**config.mk**
```make
export PLATFORM = sky130hd
export DESIGN_NAME = data_move_instr_exec
export DESIGN_NICKNAME = d
export VERILOG_FILES = /design/src/rtl/data_move_pkg.sv /design/src/rtl/data_move_instr_exec.sv
export SDC_FILE = /design/constraint.sdc
export NUM_CORES = 1
export LEC_CHECK = 0
export BUFFER_PORTS_ARGS = -buffer_cell sky130_fd_sc_hd__buf_2
export CORE_ASPECT_RATIO = 1.75
export CORE_MARGIN = 4
export CORE_UTILIZATION = 53
export DETAILED_ROUTE_END_ITERATION = 12
export GPL_TIMING_DRIVEN = 1
export PLACE_DENSITY = 0.8
export SYNTH_ARGS = -nofsm -noshare
export SYNTH_HDL_FRONTEND = slang
export SYNTH_SLANG_ARGS = --single-unit
```
**constraint.sdc**
```tcl
create_clock -name clk -period 3.6 [get_ports clk]
set_input_delay 0.36 -clock clk [delete_from_list [all_inputs] [get_ports clk]]
set_output_delay 0.36 -clock clk [all_outputs]
set_load 0.1 [all_outputs]
```
**src/rtl/data_move_pkg.sv**
```systemverilog
// ==========================================================
// shared constants for the data move decode/execute block
// ==========================================================
package data_move_pkg;

    // ==========================================================
    // opcode fields
    // ==========================================================
    localparam logic [5:0]  OPC_MOVE_FILE_TO_DEST = 6'h14;        // upper bits 0101 00
    localparam logic [3:0]  OPC_FF_FIRST          = 4'hC;         // prefix 1100
    localparam logic [3:0]  OPC_FF_SECOND         = 4'hF;         // prefix 1111
    localparam int          POS_DEST_BIT          = 9;            // d bit position
    localparam int          POS_ACCESS_BIT        = 8;            // a bit position

    // ==========================================================
    // addressing constants
    // ==========================================================
    localparam logic [7:0]  INDEXED_LIMIT         = 8'h5F;        // highest indexed offset, 95
    localparam logic [7:0]  ACCESS_SPLIT          = 8'h60;        // access bank low/high split
    localparam logic [3:0]  ACCESS_HIGH_BANK      = 4'hF;         // sfr bank of access map
    localparam logic [11:0] ADDR_WREG             = 12'hFE8;      // working register address
    localparam logic [11:0] ADDR_PC_LOW           = 12'hFF9;      // program_counter_low_byte
    localparam logic [11:0] ADDR_STACK_TOP_LOW    = 12'hFFD;      // stack_top_low_byte
    localparam logic [11:0] ADDR_STACK_TOP_HIGH   = 12'hFFE;      // stack_top_high_byte
    localparam logic [11:0] ADDR_STACK_TOP_UPPER  = 12'hFFF;      // stack_top_upper_byte

    // ==========================================================
    // reset values
    // ==========================================================
    localparam logic [7:0]  RESET_WREG            = 8'h00;        // working register at reset
    localparam logic [1:0]  RESET_PHASE           = 2'h0;         // starts in phase one

    // two-word move sequencer
    typedef enum logic [1:0] {
        ST_IDLE,
        ST_FF_SECOND
    } ff_state_t;

endpackage

```
**src/rtl/data_move_instr_exec.sv**
```systemverilog
`timescale 1ns/10ps
// Functional notes
// - file move sends value to W or file
// - access bit zero uses access bank
// - access bit one uses bank register
// - extended set low offsets use indexed mode
// - two-word move decoded from 1100/1111 words
// - W may be source or destination
// - first cycle reads source, no write
// - second cycle writes destination; skipped takes two
module data_move_instr_exec
    import data_move_pkg::*;
(
    // clock and reset
    input  wire logic        clk,
    input  wire logic        rst_b,
    // instruction fetch path, word valid in phase one
    input  wire logic [15:0] instr,
    input  wire logic        instr_valid,
    input  wire logic        skip,
    // core state
    input  wire logic [3:0]  bank_selection_register,
    input  wire logic [11:0] index_base,
    input  wire logic        ext_set_en,
    // data memory
    output logic      [11:0] mem_addr,
    output logic             mem_rd,
    input  wire logic [7:0]  mem_rdata,
    output logic             mem_wr,
    output logic      [7:0]  mem_wdata,
    // working register and flags
    output logic      [7:0]  wreg,
    output logic             flag_n,
    output logic             flag_z,
    output logic             flag_we,
    // status
    output logic             busy,
    output logic             illegal_dest
);

    // ==========================================================
    // declarations
    // ==========================================================
    logic [1:0]  phase;                        // q1..q4 as 0..3
    ff_state_t   state;                        // two-word sequencer
    logic [15:0] cur;                          // instruction latched at q1
    logic        cur_skip;                     // latched skip for this cycle
    logic [11:0] src_addr;                     // two-word source address
    logic [7:0]  data;                         // value read in q2
    logic        is_move;                      // single-word move decoded
    logic        is_ff1;                       // two-word first word decoded
    logic        is_ff2;                       // second word in ff state
    logic [11:0] next_addr;                    // resolved address

    // resolve the 8-bit file field into the 12-bit data space
    function automatic logic [11:0] resolve(input logic [15:0] w, input logic [3:0] bank,
                                            input logic ext, input logic [11:0] base);
        logic [7:0] f;
        f = w[7:0];
        if (w[POS_ACCESS_BIT])
            resolve = {bank, f};
        else if (ext && f <= INDEXED_LIMIT)
            resolve = 12'(base + {4'h0, f});
        else if (f < ACCESS_SPLIT)
            resolve = {4'h0, f};
        else
            resolve = {ACCESS_HIGH_BANK, f};
    endfunction

    // ==========================================================
    // decode
    // ==========================================================
    // second word is only meaningful while the sequencer waits for it
    always_comb begin
        is_ff2  = (state == ST_FF_SECOND) && cur[15:12] == OPC_FF_SECOND;
        is_move = (state == ST_IDLE) && cur[15:10] == OPC_MOVE_FILE_TO_DEST;
        is_ff1  = (state == ST_IDLE) && cur[15:12] == OPC_FF_FIRST;
        if (is_ff1)
            next_addr = cur[11:0];
        else if (is_ff2)
            next_addr = cur[11:0];
        else
            next_addr = resolve(cur, bank_selection_register, ext_set_en, index_base);
    end

    // ==========================================================
    // phase counter
    // ==========================================================
    // free-running four-phase divider of the instruction clock
    // no enable: the divider keeps turning through skipped and invalid slots
    always_ff @(posedge clk or negedge rst_b) begin
        if (!rst_b)
            phase <= RESET_PHASE;
        else
            phase <= phase + 2'h1;
    end

    // ==========================================================
    // instruction latch
    // ==========================================================
    // captured at q1 so the word stays stable across the cycle
    // an invalid fetch latches as all zeros, which decodes as no move
    always_ff @(posedge clk or negedge rst_b) begin
        if (!rst_b) begin
            cur      <= 16'h0000;
            cur_skip <= 1'b0;
        end else if (phase == 2'h0) begin
            cur      <= instr_valid ? instr : 16'h0000;
            cur_skip <= skip;
        end
    end

    // ==========================================================
    // two-word sequencer
    // ==========================================================
    // a skipped first word leaves the sequencer idle, so the 1111 word behind
    // it decodes as nothing and runs as a nop: two cycles in all;
    // arming on a skipped word would let that second word write stale data
    always_ff @(posedge clk or negedge rst_b) begin
        if (!rst_b) begin
            state    <= ST_IDLE;
            src_addr <= 12'h000;
        end else if (phase == 2'h3) begin
            case (state)
                ST_IDLE: begin
                    if (is_ff1 && !cur_skip) begin
                        state    <= ST_FF_SECOND;
                        src_addr <= cur[11:0];
                    end
                end
                ST_FF_SECOND: begin
                    state <= ST_IDLE;
                end
                default: begin
                    state <= ST_IDLE;
                end
            endcase
        end
    end

    // ==========================================================
    // data memory read in q2
    // ==========================================================
    // w is served from the core register, not memory
    always_ff @(posedge clk or negedge rst_b) begin
        if (!rst_b) begin
            data <= 8'h00;
        end else if (phase == 2'h1 && !cur_skip && (is_move || is_ff1)) begin
            if (next_addr == ADDR_WREG)
                data <= wreg;
            else
                data <= mem_rdata;
        end
    end

    // bus strobes: read only in q2 of a first cycle, none in the second
    always_comb begin
        mem_addr = next_addr;
        mem_rd   = (phase == 2'h1) && !cur_skip && (is_move || is_ff1) && next_addr != ADDR_WREG;
    end

    // destination guard; software must keep these out
    always_comb begin
        illegal_dest = is_ff2 && (cur[11:0] == ADDR_PC_LOW || cur[11:0] == ADDR_STACK_TOP_LOW ||
                       cur[11:0] == ADDR_STACK_TOP_HIGH || cur[11:0] == ADDR_STACK_TOP_UPPER);
        busy         = (state == ST_FF_SECOND);
    end

    // ==========================================================
    // q4 write back
    // ==========================================================
    // memory write: single move with d set, or second word of two-word move
    always_ff @(posedge clk or negedge rst_b) begin
        if (!rst_b) begin
            mem_wr    <= 1'b0;
            mem_wdata <= 8'h00;
        end else begin
            mem_wr <= 1'b0;
            if (phase == 2'h2 && !cur_skip) begin
                if (is_move && cur[POS_DEST_BIT] && next_addr != ADDR_WREG) begin
                    mem_wr    <= 1'b1;
                    mem_wdata <= data;
                end else if (is_ff2 && !illegal_dest && cur[11:0] != ADDR_WREG) begin
                    mem_wr    <= 1'b1;
                    mem_wdata <= data;
                end
            end
        end
    end

    // working register: d clear, or a w target of either move
    always_ff @(posedge clk or negedge rst_b) begin
        if (!rst_b) begin
            wreg <= RESET_WREG;
        end else if (phase == 2'h3 && !cur_skip) begin
            if (is_move && (!cur[POS_DEST_BIT] || next_addr == ADDR_WREG))
                wreg <= data;
            else if (is_ff2 && cur[11:0] == ADDR_WREG)
                wreg <= data;
        end
    end

    // flags follow only the single-word move
    always_ff @(posedge clk or negedge rst_b) begin
        if (!rst_b) begin
            flag_n  <= 1'b0;
            flag_z  <= 1'b0;
            flag_we <= 1'b0;
        end else begin
            flag_we <= 1'b0;
            if (phase == 2'h3 && !cur_skip && is_move) begin
                flag_n  <= data[7];
                flag_z  <= (data == 8'h00);
                flag_we <= 1'b1;
            end
        end
    end

endmodule

```
Word-level counts from Yosys, hierarchy flattened
Cells that the tools add are included.
- reductions and logical operators: 34
- $add $sub $neg: 2
- equal/unequal tests: 16
- multiplexer cells: 17
- $lt $le $gt $ge: 2
- operator list (kind ; number):
    equality test 12 bit, second input constant ; 6
    two-way mux 12 bit ; 5
    two-way mux 8 bit ; 5
    inequality test 12 bit, second input constant ; 2
    logical AND 1 bit ; 18
    two-way mux 16 bit ; 1
    adder 12 x 8 -> 12 bit ; 1
    equality test 4 bit, second input constant ; 2
    less-or-equal comparator 8 x 7 -> 1 bit, second input constant ; 1
    zero test 8 bit ; 1
    less-than comparator 8 x 7 -> 1 bit, second input constant ; 1
    equality test 6 x 5 -> 1 bit, second input constant ; 1
    AND reduction 2 bit ; 3
    logical OR 1 bit ; 5
    equality test 2 x 1 -> 1 bit, second input constant ; 2
    equality test 2 bit, second input constant ; 2
    zero test 2 bit ; 2
    two-way mux 1 bit ; 4
    two-way mux 2 bit ; 2
    nonzero test 2 bit ; 2
    zero test 1 bit ; 3
    adder 2 x 1 -> 2 bit, second input constant ; 1
    inequality test 2 x 1 -> 1 bit, second input constant ; 1
- input port bits: 45
- output and inout bits: 35
- word-level logic and storage cells: 82
- register bits: 49

Depth between registers and ports, before layout
Gate-level depths: netlist of run 1.
- depth after elaboration: 11
- mapped depth: 12
- mapped depth without buffers: 11

Worst setup path before layout of run 1
No wires, ideal clock.
- path type: flip-flop to output port
- from: register state[0]
- to: output port mem_rd
- data arrival time: 4808 ps
- stages on the path, launching flop included: 11
- data required time: 3240 ps
- path slack: -1568 ps
- buffers on the path: 2
- cells stage by stage: dfrtp_1 > and3_1 > o21bai_1 > buf_2 > o21ai_0 > o21ai_0 > o21ai_0 > nor2_1 > inv_1 > buf_2 > a21boi_0
- cells in the longest elaborated chain, start to end: 6
- elaborated cells on any way between the ends: 11
- those cells by class: eq/ne (2); mux (2); reduce/logical (7)
- ends and longest elaborated chain (what ; line ; text):
    start: declaration ; data_move_instr_exec.sv:45 ; ff_state_t state;
    start signal: assignment ; data_move_instr_exec.sv:121 ; state <= ST_IDLE;
    start signal: assignment ; data_move_instr_exec.sv:127 ; state <= ST_FF_SECOND;
    start signal: assignment ; data_move_instr_exec.sv:132 ; state <= ST_IDLE;
    equality test 2 x 1 -> 1 bit ; data_move_instr_exec.sv:75 ; is_ff2 = (state == ST_FF_SECOND) && cur[15:12] == OPC_FF_SECOND;
    logical AND 1 bit ; data_move_instr_exec.sv:75 ;
    two-way mux 12 bit ; data_move_instr_exec.sv:80 ; else if (is_ff2)
    two-way mux 12 bit * ; data_move_instr_exec.sv:78 ; if (is_ff1)
    net mem_addr[9] ; data_move_instr_exec.sv:26 ; output logic [11:0] mem_addr,
    inequality test 12 bit * ; data_move_instr_exec.sv:159 ; mem_rd = (phase == 2'h1) && !cur_skip && (is_move || is_ff1) && next_addr != ADDR_WREG;
    logical AND 1 bit * ; data_move_instr_exec.sv:159 ;
    end: declaration ; data_move_instr_exec.sv:27 ; output logic mem_rd,
Mark *: on every way through the listed nets, which the timed path passes. The rest lies on a longest branch.

Worst setup path in the final report of run 1
- from: register cur[6]
- to: output port mem_rd
- cells in the longest elaborated chain, start to end: 8
- elaborated cells on any way between the ends: 11
- those cells by class: add/sub (1); order compare (2); eq/ne (1); mux (5); reduce/logical (2)
- ends and longest elaborated chain (what ; line ; text):
    start: declaration ; data_move_instr_exec.sv:46 ; logic [15:0] cur;
    start signal: assignment ; data_move_instr_exec.sv:108 ; cur <= instr_valid ? instr : 16'h0000;
    less-than comparator 8 x 7 -> 1 bit / less-or-equal comparator 8 x 7 -> 1 bit (equally long branches) ; data_move_instr_exec.sv:64, data_move_instr_exec.sv:62 ;
    two-way mux 12 bit / logical AND 1 bit (equally long branches) ; data_move_instr_exec.sv:64, data_move_instr_exec.sv:62 ;
    two-way mux 12 bit ; data_move_instr_exec.sv:62 ; else if (ext && f <= INDEXED_LIMIT)
    two-way mux 12 bit ; data_move_instr_exec.sv:60 ; if (w[POS_ACCESS_BIT])
    two-way mux 12 bit ; data_move_instr_exec.sv:80 ;
    two-way mux 12 bit * ; data_move_instr_exec.sv:78 ;
    inequality test 12 bit * ; data_move_instr_exec.sv:159 ;
    logical AND 1 bit * ; data_move_instr_exec.sv:159 ;
Mark *: on every way between the ends. The rest lies on a longest branch, timed or not.

==> metrics.cfg, run 1 <==
[placed_design]
io_buffer_count=79
post_dp_cell_area_mm2=0.00356
routabilityCongestion=0.988
hpwl_um=6450

[global_route]
grt.total_usage_pct=24.3
gr-total-overflow=0
grt_pass1_wl_um=13200
grt_max_degree=49
antenna_found_initial=0
grt_pass1_vias=2883

[finish]
antennaDiodeCount=0
fillers=484
stdcell_area_mm2=0.00370
drive_gt1_share_pct=29.5
nNetsFinal=488
multiInputGateArea_mm2=0.00162
area_growth_pct=22.8
seq_area_mm2=0.00120

[routing]
first_pass_iters=4
routedWlPerCell_um=15.9
ant_nets=0
drtIter0Drc=135
drt_drc_violations_left=0
drt-total-wl_um=8090
via_count=2868
post_drt_via_cell_ratio=5.66

[synthesis]
synth_edf_count=0
yosysWarnings=0
yosysSeqAreaShare_pct=39.9
synthArstFlopShare_pct=100
synthCells=342
syn_avg_cell_area_um2=8.81
yosys_register_bits=48
yosysUniqueCellTypes=58
synth.area.top_cells=dfrtp_1 40%, o21ai_0 7.1%, inv_1 5.5%
ys.flop_type=dfrtp_1
syn-num-nets=400
netlist.area_leader.share_pct=39.9
synth.cell_area_mm2=0.00301
yosys.area.top_type=dfrtp_1

[timing]
finalMaxSlewViolations=0
fin_crit_sh_pct=96.3
skew_ns=0.00917
hold-worst-slack_ns=0.238
rsz0062_at_grt=false
max_freq_ghz=0.289
hold_viol_final=0
max_slew.worst_pin.slew_ns=1.03
slew_headroom_pct=31.0
finalSetupViolations=0
tns_ns=0
period_needed_ns=3.47

[setup_path]
worstPathRequired_ns=3.24
critPathLaunchType=flop
rrSetupSlack_ns=0.47
reg2reg_depth=9
worstSetupPathType=flop to primary output
arrival_ns=3.11
r2r_end=mem_wdata[1]
end_kind=primary output
crit_fanout=10
r2r-start=cur[6]

[clocking]
cts_htree_levels=2
cts_tree=yes
cts.clk_slew.worst_paths_ns=0.09
root_buffer=clkbuf_8
holdBufCountCts=0
cts.path.max_buffers=2
cts_sinks=48
cts_buffers=5
clk_latency_ns=0.30

[die]
placementRows=36
die_h_um=108
io_pins=80
dieArea_mm2=0.00700
coreArea_mm2=0.00554
start_util_pct=54.4
die_w_um=65.0

[worst_hold_path]
hp-class=input pin to asynchronous set/reset pin

[pwr]
power_density_mw_per_mm2=382
ir_worst_vdd_v=0.000275
power.total_mw=1.41
p_leak_nw=1.85

[outcome]
status=finished clean

[flow_run]
maxCapViolCount=0

-- Yosys cell counts, drive strengths merged (2+ instances only) --
cell type	n
nor3	5
a21o	4
and2	2
o21a	3
nor2b	2
inv	44
nand3	28
nand2	23
a31oi	10
nor2	21
nand2b	5
ha	12
o21ai	44
a21oi	10
a211oi	3
buf	4
a221oi	2
o2111ai	2
o211ai	4
xnor2	4
o31a	2
clkbuf	7
nor4	5
o22ai	9
and3	5
nand4	4
dfrtp	48
mux2	10
mux2i	3
o21bai	2
-- per-stage QoR --
| step | std cells | worst slack (ns) | utilization, % |
|---|---|---|---|
| detailed placement | 497 | 0.360 | 64.3 |
| finish | 507 | 0.134 | 66.7 |
| floorplan | 342 | -0.481 | - |
| CTS | 505 | 0.0862 | 66.1 |
| global placement | 497 | 0.451 | 64.3 |
| global route | 507 | 0.000603 | 66.7 |
-- what timing repair did --
item                                   4_1_cts  5_1_grt
buffers inserted                             0        2
setup endpoints to repair                    0        2
endpoints found under the hold margin        0        0
gates resized for setup                      0        6
-- registers in the layout (all words and copies together), names as in the netlist --
register   flops
cur           16
cur_skip       1
flag_we        1
data           8
phase          2
state          1
mem_wdata      8
flag_n         1
mem_wr         1
flag_z         1
wreg           8
-- layout make-up --
| type | instances | share of cell area [%] |
|---|---|---|
| multi-input cells | 239 | 43.7 |
| flip-flops and latches | 48 | 32.5 |
| clock inverters | 2 | 0.372 |
| repair buffers | 92 | 14.1 |
| well taps | 76 | 2.57 |
| inverters | 44 | 4.47 |
| clock buffers | 6 | 2.23 |
-- metal layers --
layer	vias up	part of all wire (%)	global-route usage, %
met5	-	0	0
met2	111	51	42.8
met1	1323	37	26.6
li1	1401	-	-
met4	0	6.1	15.3
met3	33	5.8	3.76
-- cells in the final DEF, fill, tap and decap left out, types with 2 or more instances in the layout --
cell,n
o21ai_1,4
inv_1,44
o31a_1,2
nand4_1,4
a21o_1,4
a21oi_1,8
o21ai_0,40
a21oi_2,2
clkbuf_8,6
nor4_1,5
nor2b_1,2
nor2_1,21
nand2_1,22
ha_1,12
dfrtp_1,47
and3_1,5
o211ai_1,4
nor3_1,4
nand3_1,28
o21bai_1,2
buf_12,2
o21a_1,2
buf_4,13
o2111ai_1,2
a31oi_1,9
buf_2,77
o22ai_1,9
mux2i_1,2
nand2b_1,4
mux2_4,8
xnor2_1,4
-- worst max-delay path, stage by stage, from the launching register on --
cell and delay (ns):
dfrtp_1 0.50, ha_1 0.39, and3_1 0.21, a221oi_1 0.30
o211ai_1 0.14, a221o_1 0.38, a221oi_2 0.22, and3_1 0.21
buf_4 0.19, a21boi_2 0.09, buf_12 0.18
-- worst max-delay path by stage --
stage / from / to
floorplan: state[0] / mem_addr[2]
global placement: index_base[0] / mem_rd
detailed placement: index_base[0] / wreg[1]
CTS: cur[0] / mem_rd
global route: cur[6] / mem_rd
finish: cur[6] / mem_rd
-- kinds of logic after synthesis --
logic type	count (synthesis)	synth area share [%]
AOI/OAI and AO/OA	104	22.8
and+or+nand+nor	104	17.2
buffers and inverters	55	7.31
DFF	48	39.9
muxes	13	5.73
adders and majority gates	13	5.65
xor gates and xnor gates	5	1.45
-- report_power, final --
group | total, mW | leakage [nW] | switching [mW] | internal, mW
logic | 0.470 | 1.23 | 0.347 | 0.123
registers | 0.604 | 0.570 | 0.0349 | 0.570
clock network | 0.338 | 0.0516 | 0.181 | 0.157
(Power assumes the default switching activity.)
==> run 2, diff against run 1 <==
Settings changed: CORE_UTILIZATION 53 to 45, PLACE_DENSITY 0.8 to 0.7.
==> run 2 against run 1 <==
Against the previous run: register-to-register slack lost 0.17 ns; flip-flop and latch count stayed put; utilization decreased by 9.5 points; maximum frequency barely moved; power increased by 9.8%; clock skew fell by 0.0051 ns; clock-buffer cell count unchanged; setup slack worse by 0.0010 ns; critical path depth unchanged; clock power is 42% higher; die area rose by 16%; routed wire length rose by 3.3%; critical path type unchanged; largest power group unchanged.
==> metrics.cfg, run 2 (synthesis results as in run 1) <==
[outcome]
status=finished clean

[timing]
slew_headroom_pct=28.4  ; -2.6 points
finalSetupViolations=0  ; unchanged
hold_viol_final=0  ; unchanged
max_freq_ghz=0.288  ; about the same
skew_ns=0.00411  ; -0.00506 ns
finalMaxSlewViolations=0  ; unchanged
max_slew.worst_pin.slew_ns=1.07  ; +0.0397 ns
period_needed_ns=3.47  ; +0.00103 ns
fin_crit_sh_pct=96.3  ; about the same
tns_ns=0  ; unchanged
rsz0062_at_grt=false
hold-worst-slack_ns=0.265  ; +0.0278 ns

[global_route]
grt.total_usage_pct=20.4  ; -4.0 points
grt_max_degree=49  ; unchanged
grt_pass1_vias=2949  ; +2.3%
grt_pass1_wl_um=13500  ; +1.9%
antenna_found_initial=0  ; unchanged
gr-total-overflow=0  ; unchanged

[finish]
antennaDiodeCount=0  ; unchanged
regMostFlops=cur
fillers=636  ; +31%
drive_gt1_share_pct=29.2  ; -0.26 points
seq_area_mm2=0.00120  ; unchanged
multiInputGateArea_mm2=0.00161  ; about the same
area_growth_pct=24.2
final_cell_mix=77 x buf_2, 47 x dfrtp_1, 44 x inv_1
final_common_cell=buf_2
nNetsFinal=485  ; -0.61%
stdcell_area_mm2=0.00374  ; +1.2%
largest_reg_flops=16  ; unchanged

[die]
coreArea_mm2=0.00654  ; +18%
start_util_pct=46.1  ; -8.3 points
io_pins=80  ; unchanged
die_w_um=69.8  ; +7.5%
dieArea_mm2=0.00812  ; +16%
die_h_um=116  ; +7.9%
placementRows=39  ; +8.3%

[clocking]
cts_tree=yes
root_buffer=clkbuf_16
cts_buffers=5  ; unchanged
cts_htree_levels=2  ; unchanged
cts.path.max_buffers=2  ; unchanged
cts_sinks=48  ; unchanged
clk_latency_ns=0.29  ; about the same
cts.clk_slew.worst_paths_ns=0.07  ; -0.02 ns

[setup_path]
arrival_ns=3.11  ; about the same
worstPathRequired_ns=3.24  ; about the same
worstSetupPathType=flop to primary output
critPathLaunchType=flop
r2r-start=cur[1]
crit_fanout=10  ; unchanged
end_kind=primary output
r2r_end=mem_wdata[4]
rrSetupSlack_ns=0.30  ; -0.17 ns
reg2reg_depth=10  ; +1

[pwr]
power.total_mw=1.55  ; +9.8%
p_leak_nw=1.86  ; +0.32%
ir_worst_vdd_v=0.000242  ; -12%
power_density_mw_per_mm2=415  ; +8.5%

[placed_design]
post_dp_cell_area_mm2=0.00356  ; -0.21%
routabilityCongestion=0.926  ; -6.3%
io_buffer_count=79  ; unchanged
hpwl_um=6580  ; +2.0%

[routing]
routedWlPerCell_um=16.4  ; +2.7%
drtIter0Drc=155  ; +15%
post_drt_via_cell_ratio=5.61  ; -0.90%
drt_drc_violations_left=0  ; unchanged
first_pass_iters=4  ; unchanged
ant_nets=0  ; unchanged
via_count=2859  ; -0.31%
drt-total-wl_um=8350  ; +3.3%

[flow_run]
maxCapViolCount=0  ; unchanged

[worst_hold_path]
hp-class=input pin to asynchronous set/reset pin

[run 2: cell count changes in the layout (fill, tap and decap cells not counted), moves of 2 or more]
cell,delta
ha_2,+2
buf_4,-4
ha_1,-2
clkbuf_16,+5
clkbuf_8,-5
[run 2: area by class of cell]
class	count	share of cell area, %
Multi-Input combinational cell	239	43.1
Timing Repair Buffer	89	13.5
Clock inverter	2	0.368
Clock buffer	6	3.71
Sequential cell	48	32.1
Inverter	44	4.41
Tap cell	82	2.74
[run 2: per-stage QoR]
step                setup slack, ns  instances  util, %
floorplan                    -0.481        342        -
global placement              0.403        501     54.4
detailed placement            0.329        501     54.4
CTS                          0.0141        509     56.7
global route                 0.0161        510     57.2
finish                        0.133        510     57.2
[run 2: layer usage]
metal	track usage (%)	vias to the layer above	part of all wire (%)
met5	0	-	0
met4	9.21	0	4.1
met3	4.22	26	5.2
met2	38.9	97	53
met1	21.1	1353	37
li1	-	1383	-
[run 2: worst max-delay path by stage]
stage	from	endpoint	slack (ns)	cells past startpoint
after floorplan	state[0]	mem_addr[2]	-0.48	5
after global placement	cur[0]	mem_rd	0.40	12
after detailed placement	index_base[0]	mem_rd	0.33	13
after CTS	cur[0]	mem_rd	0.01	12
after global routing	cur[1]	mem_rd	0.02	10
final	cur[1]	mem_rd	0.13	10
[run 2: repair_timing]
| action | CTS | global route |
|---|---|---|
| setup buffers | 0 | 1 |
| gates resized for setup | 0 | 8 |
| setup endpoints to repair | 0 | 1 |
| hold buffers | 0 | 0 |
[run 2: where the power goes]
group | internal [mW] | switching, mW
logic | 0.121 | 0.346
clock network | 0.278 | 0.202
registers | 0.570 | 0.0351
[run 2: worst max-delay path, stage by stage, from the launching register on]
cell and delay (ns):
dfrtp_1 0.46, ha_1 0.34, a211oi_2 0.27, nor3_1 0.10, o31a_1 0.35, mux2_1 0.37
a221oi_2 0.27, and3_1 0.23, buf_6 0.16, a21boi_2 0.08, buf_12 0.18
==> run 3, diff against run 2 <==
Settings changed: REMOVE_ABC_BUFFERS set to 1.
==> run 3 against run 2 <==
Against the previous run: combinational power grew 0.9%; clock-buffer cell count shrank 1; utilization increased by 0.71 points; register-to-register slack lost 0.02 ns; cell area rose by 1.2%; non-clock buffer count rose by 2; power is 8.0% higher; sequential share of layout area shrank 0.43 points; routed wire length decreased by 2.6%; via count is essentially flat; setup slack better by 0.028 ns; largest power group unchanged.
==> metrics.cfg, run 3 (synthesis results as in run 1) <==
[outcome]
status=finished clean

[die]
die_h_um=116  ; unchanged
io_pins=80  ; unchanged
dieArea_mm2=0.00812  ; unchanged
coreArea_mm2=0.00654  ; unchanged
placementRows=39  ; unchanged
die_w_um=69.8  ; unchanged
start_util_pct=46.1  ; unchanged

[flow_run]
maxCapViolCount=0  ; unchanged

[timing]
max_freq_ghz=0.291  ; +0.81%
rsz0062_at_grt=false
period_needed_ns=3.44  ; -0.0279 ns
setup_ws_ns=0.161  ; +0.0279 ns
skew_ns=0.00297  ; -0.00114 ns
hold_viol_final=0  ; unchanged
finalMaxSlewViolations=0  ; unchanged
max_slew.worst_pin.slew_ns=1.05  ; -0.0231 ns
fin_crit_sh_pct=95.5  ; -0.77 points
finalSetupViolations=0  ; unchanged
hold-worst-slack_ns=0.259  ; -0.00622 ns
slew_headroom_pct=29.9  ; +1.5 points

[pwr]
power_density_mw_per_mm2=442  ; +6.7%
ir_worst_vdd_v=0.000261  ; +7.8%
power.total_mw=1.67  ; +8.0%
p_leak_nw=1.88  ; +1.2%

[global_route]
grt_max_degree=49  ; unchanged
grt_pass1_wl_um=13300  ; -0.82%
gr-total-overflow=0  ; unchanged
grt.total_usage_pct=20.8  ; +0.41 points
antenna_found_initial=0  ; unchanged
grt_pass1_vias=2852  ; -3.3%

[clocking]
holdBufCountCts=0  ; unchanged
root_buffer=clkbuf_16
cts_tree=yes
cts_htree_levels=2  ; unchanged
cts.path.max_buffers=2  ; unchanged
cts.clk_slew.worst_paths_ns=0.07  ; about the same
cts_sinks=48  ; unchanged
clk_latency_ns=0.29  ; about the same
cts_buffers=5  ; unchanged

[worst_hold_path]
hp-class=input pin to asynchronous set/reset pin

[routing]
routed-wl-met2_um=4200  ; -5.6%
ant_nets=0  ; unchanged
routedWlPerCell_um=15.9  ; -3.0%
via_count=2860  ; +0.035%
met1_length_um=3100  ; -0.74%
drt_drc_violations_left=0  ; unchanged
first_pass_iters=4  ; unchanged
drtIter0Drc=129  ; -17%
drt-total-wl_um=8130  ; -2.6%
maxUsedRoutingLayer=met4
post_drt_via_cell_ratio=5.59  ; -0.36%
met3_length_um=473  ; +9.2%

[finish]
area_growth_pct=25.8
fillers=621  ; -2.4%
final_common_cell=buf_2
fin_cells=512  ; +0.39%
final_cell_mix=77 x buf_2, 48 x dfrtp_1, 44 x inv_1
regMostFlops=cur
drive_gt1_share_pct=29.1  ; -0.14 points
nNetsFinal=487  ; +0.41%
antennaDiodeCount=0  ; unchanged
largest_reg_flops=16  ; unchanged
utilization_pct=57.9  ; +0.71 points

[setup_path]
critPathLaunchType=flop
crit_fanout=8  ; -2
worstPathRequired_ns=3.24  ; about the same
arrival_ns=3.08  ; -0.03 ns
worstSetupPathType=flop to primary output
end_kind=primary output

[placed_design]
place_ws_ns=0.141  ; -0.188 ns
routabilityCongestion=0.904  ; -2.4%
io_buffer_count=79  ; unchanged
hpwl_um=6500  ; -1.2%
numPlacedInstances=502  ; +0.20%

## run 3: cell count changes in the layout (fill, tap and decap cells not counted), sizes merged
cell | previous run | this run
buf | 89 | 91
bufinv | 0 | 2
clkbuf | 6 | 5
clkinv | 1 | 0
## run 3: final timing paths
kind	startpoint	endpoint	slack [ns]	cells after the start
setup / recovery	cur[1]	mem_rd	0.16	9
hold / removal	rst_b	wreg[3]	0.26	1
setup reg to reg	cur[1]	mem_wdata[4]	0.28	9
hold reg to reg	flag_z	flag_z	0.47	2
max in group asynchronous	rst_b	phase[0]	2.68	1
min in group clk	skip	cur_skip	0.30	2
## run 3: critical path, cell delays in order (launching register included)
cell	delay [ns]
dfrtp_1	0.46
ha_1	0.32
a211oi_2	0.31
nor3_1	0.11
o31a_1	0.37
mux2_1	0.38
a221oi_2	0.27
and3_2	0.30
a21boi_2	0.09
buf_12	0.17
## run 3: final cells by class
class                           count  area (um^2)  share of cell area [%]
Clock buffer                        5          125                    3.30
Clock inverter                      3         68.8                    1.82
Inverter                           44          165                    4.36
Multi-Input combinational cell    239         1610                    42.5
Sequential cell                    48         1200                    31.7
Tap cell                           82          103                    2.71
Timing Repair Buffer               91          515                    13.6
## run 3: through the flow
stage	TNS [ns]	cell area [um^2]
2_1_floorplan	-10.20	2960
3_3_place_gp	0	3560
3_5_place_dp	0	3560
4_1_cts	0	3760
5_1_grt	0	3790
6_report	0	3790
## run 3: report_power, final
group | total, mW | switching [mW] | leakage (nW) | internal, mW
combinational | 0.470 | 0.346 | 1.22 | 0.124
clock | 0.601 | 0.201 | 0.0944 | 0.400
sequential | 0.604 | 0.0339 | 0.572 | 0.570
total | 1.67 | 0.581 | 1.88 | 1.09
## run 3: layer usage
layer	vias to the layer above	GRT usage (%)
met5	-	0
met4	0	11.3
met3	21	3.70
met2	108	37.5
met1	1342	23.1
li1	1389	-
## run 3: what timing repair did
| action | in CTS | in global routing |
|---|---|---|
| pin swaps | 0 | 2 |
| gates resized for setup | 3 | 3 |
| buffers inserted | 0 | 2 |
| setup endpoints to repair | 1 | 2 |
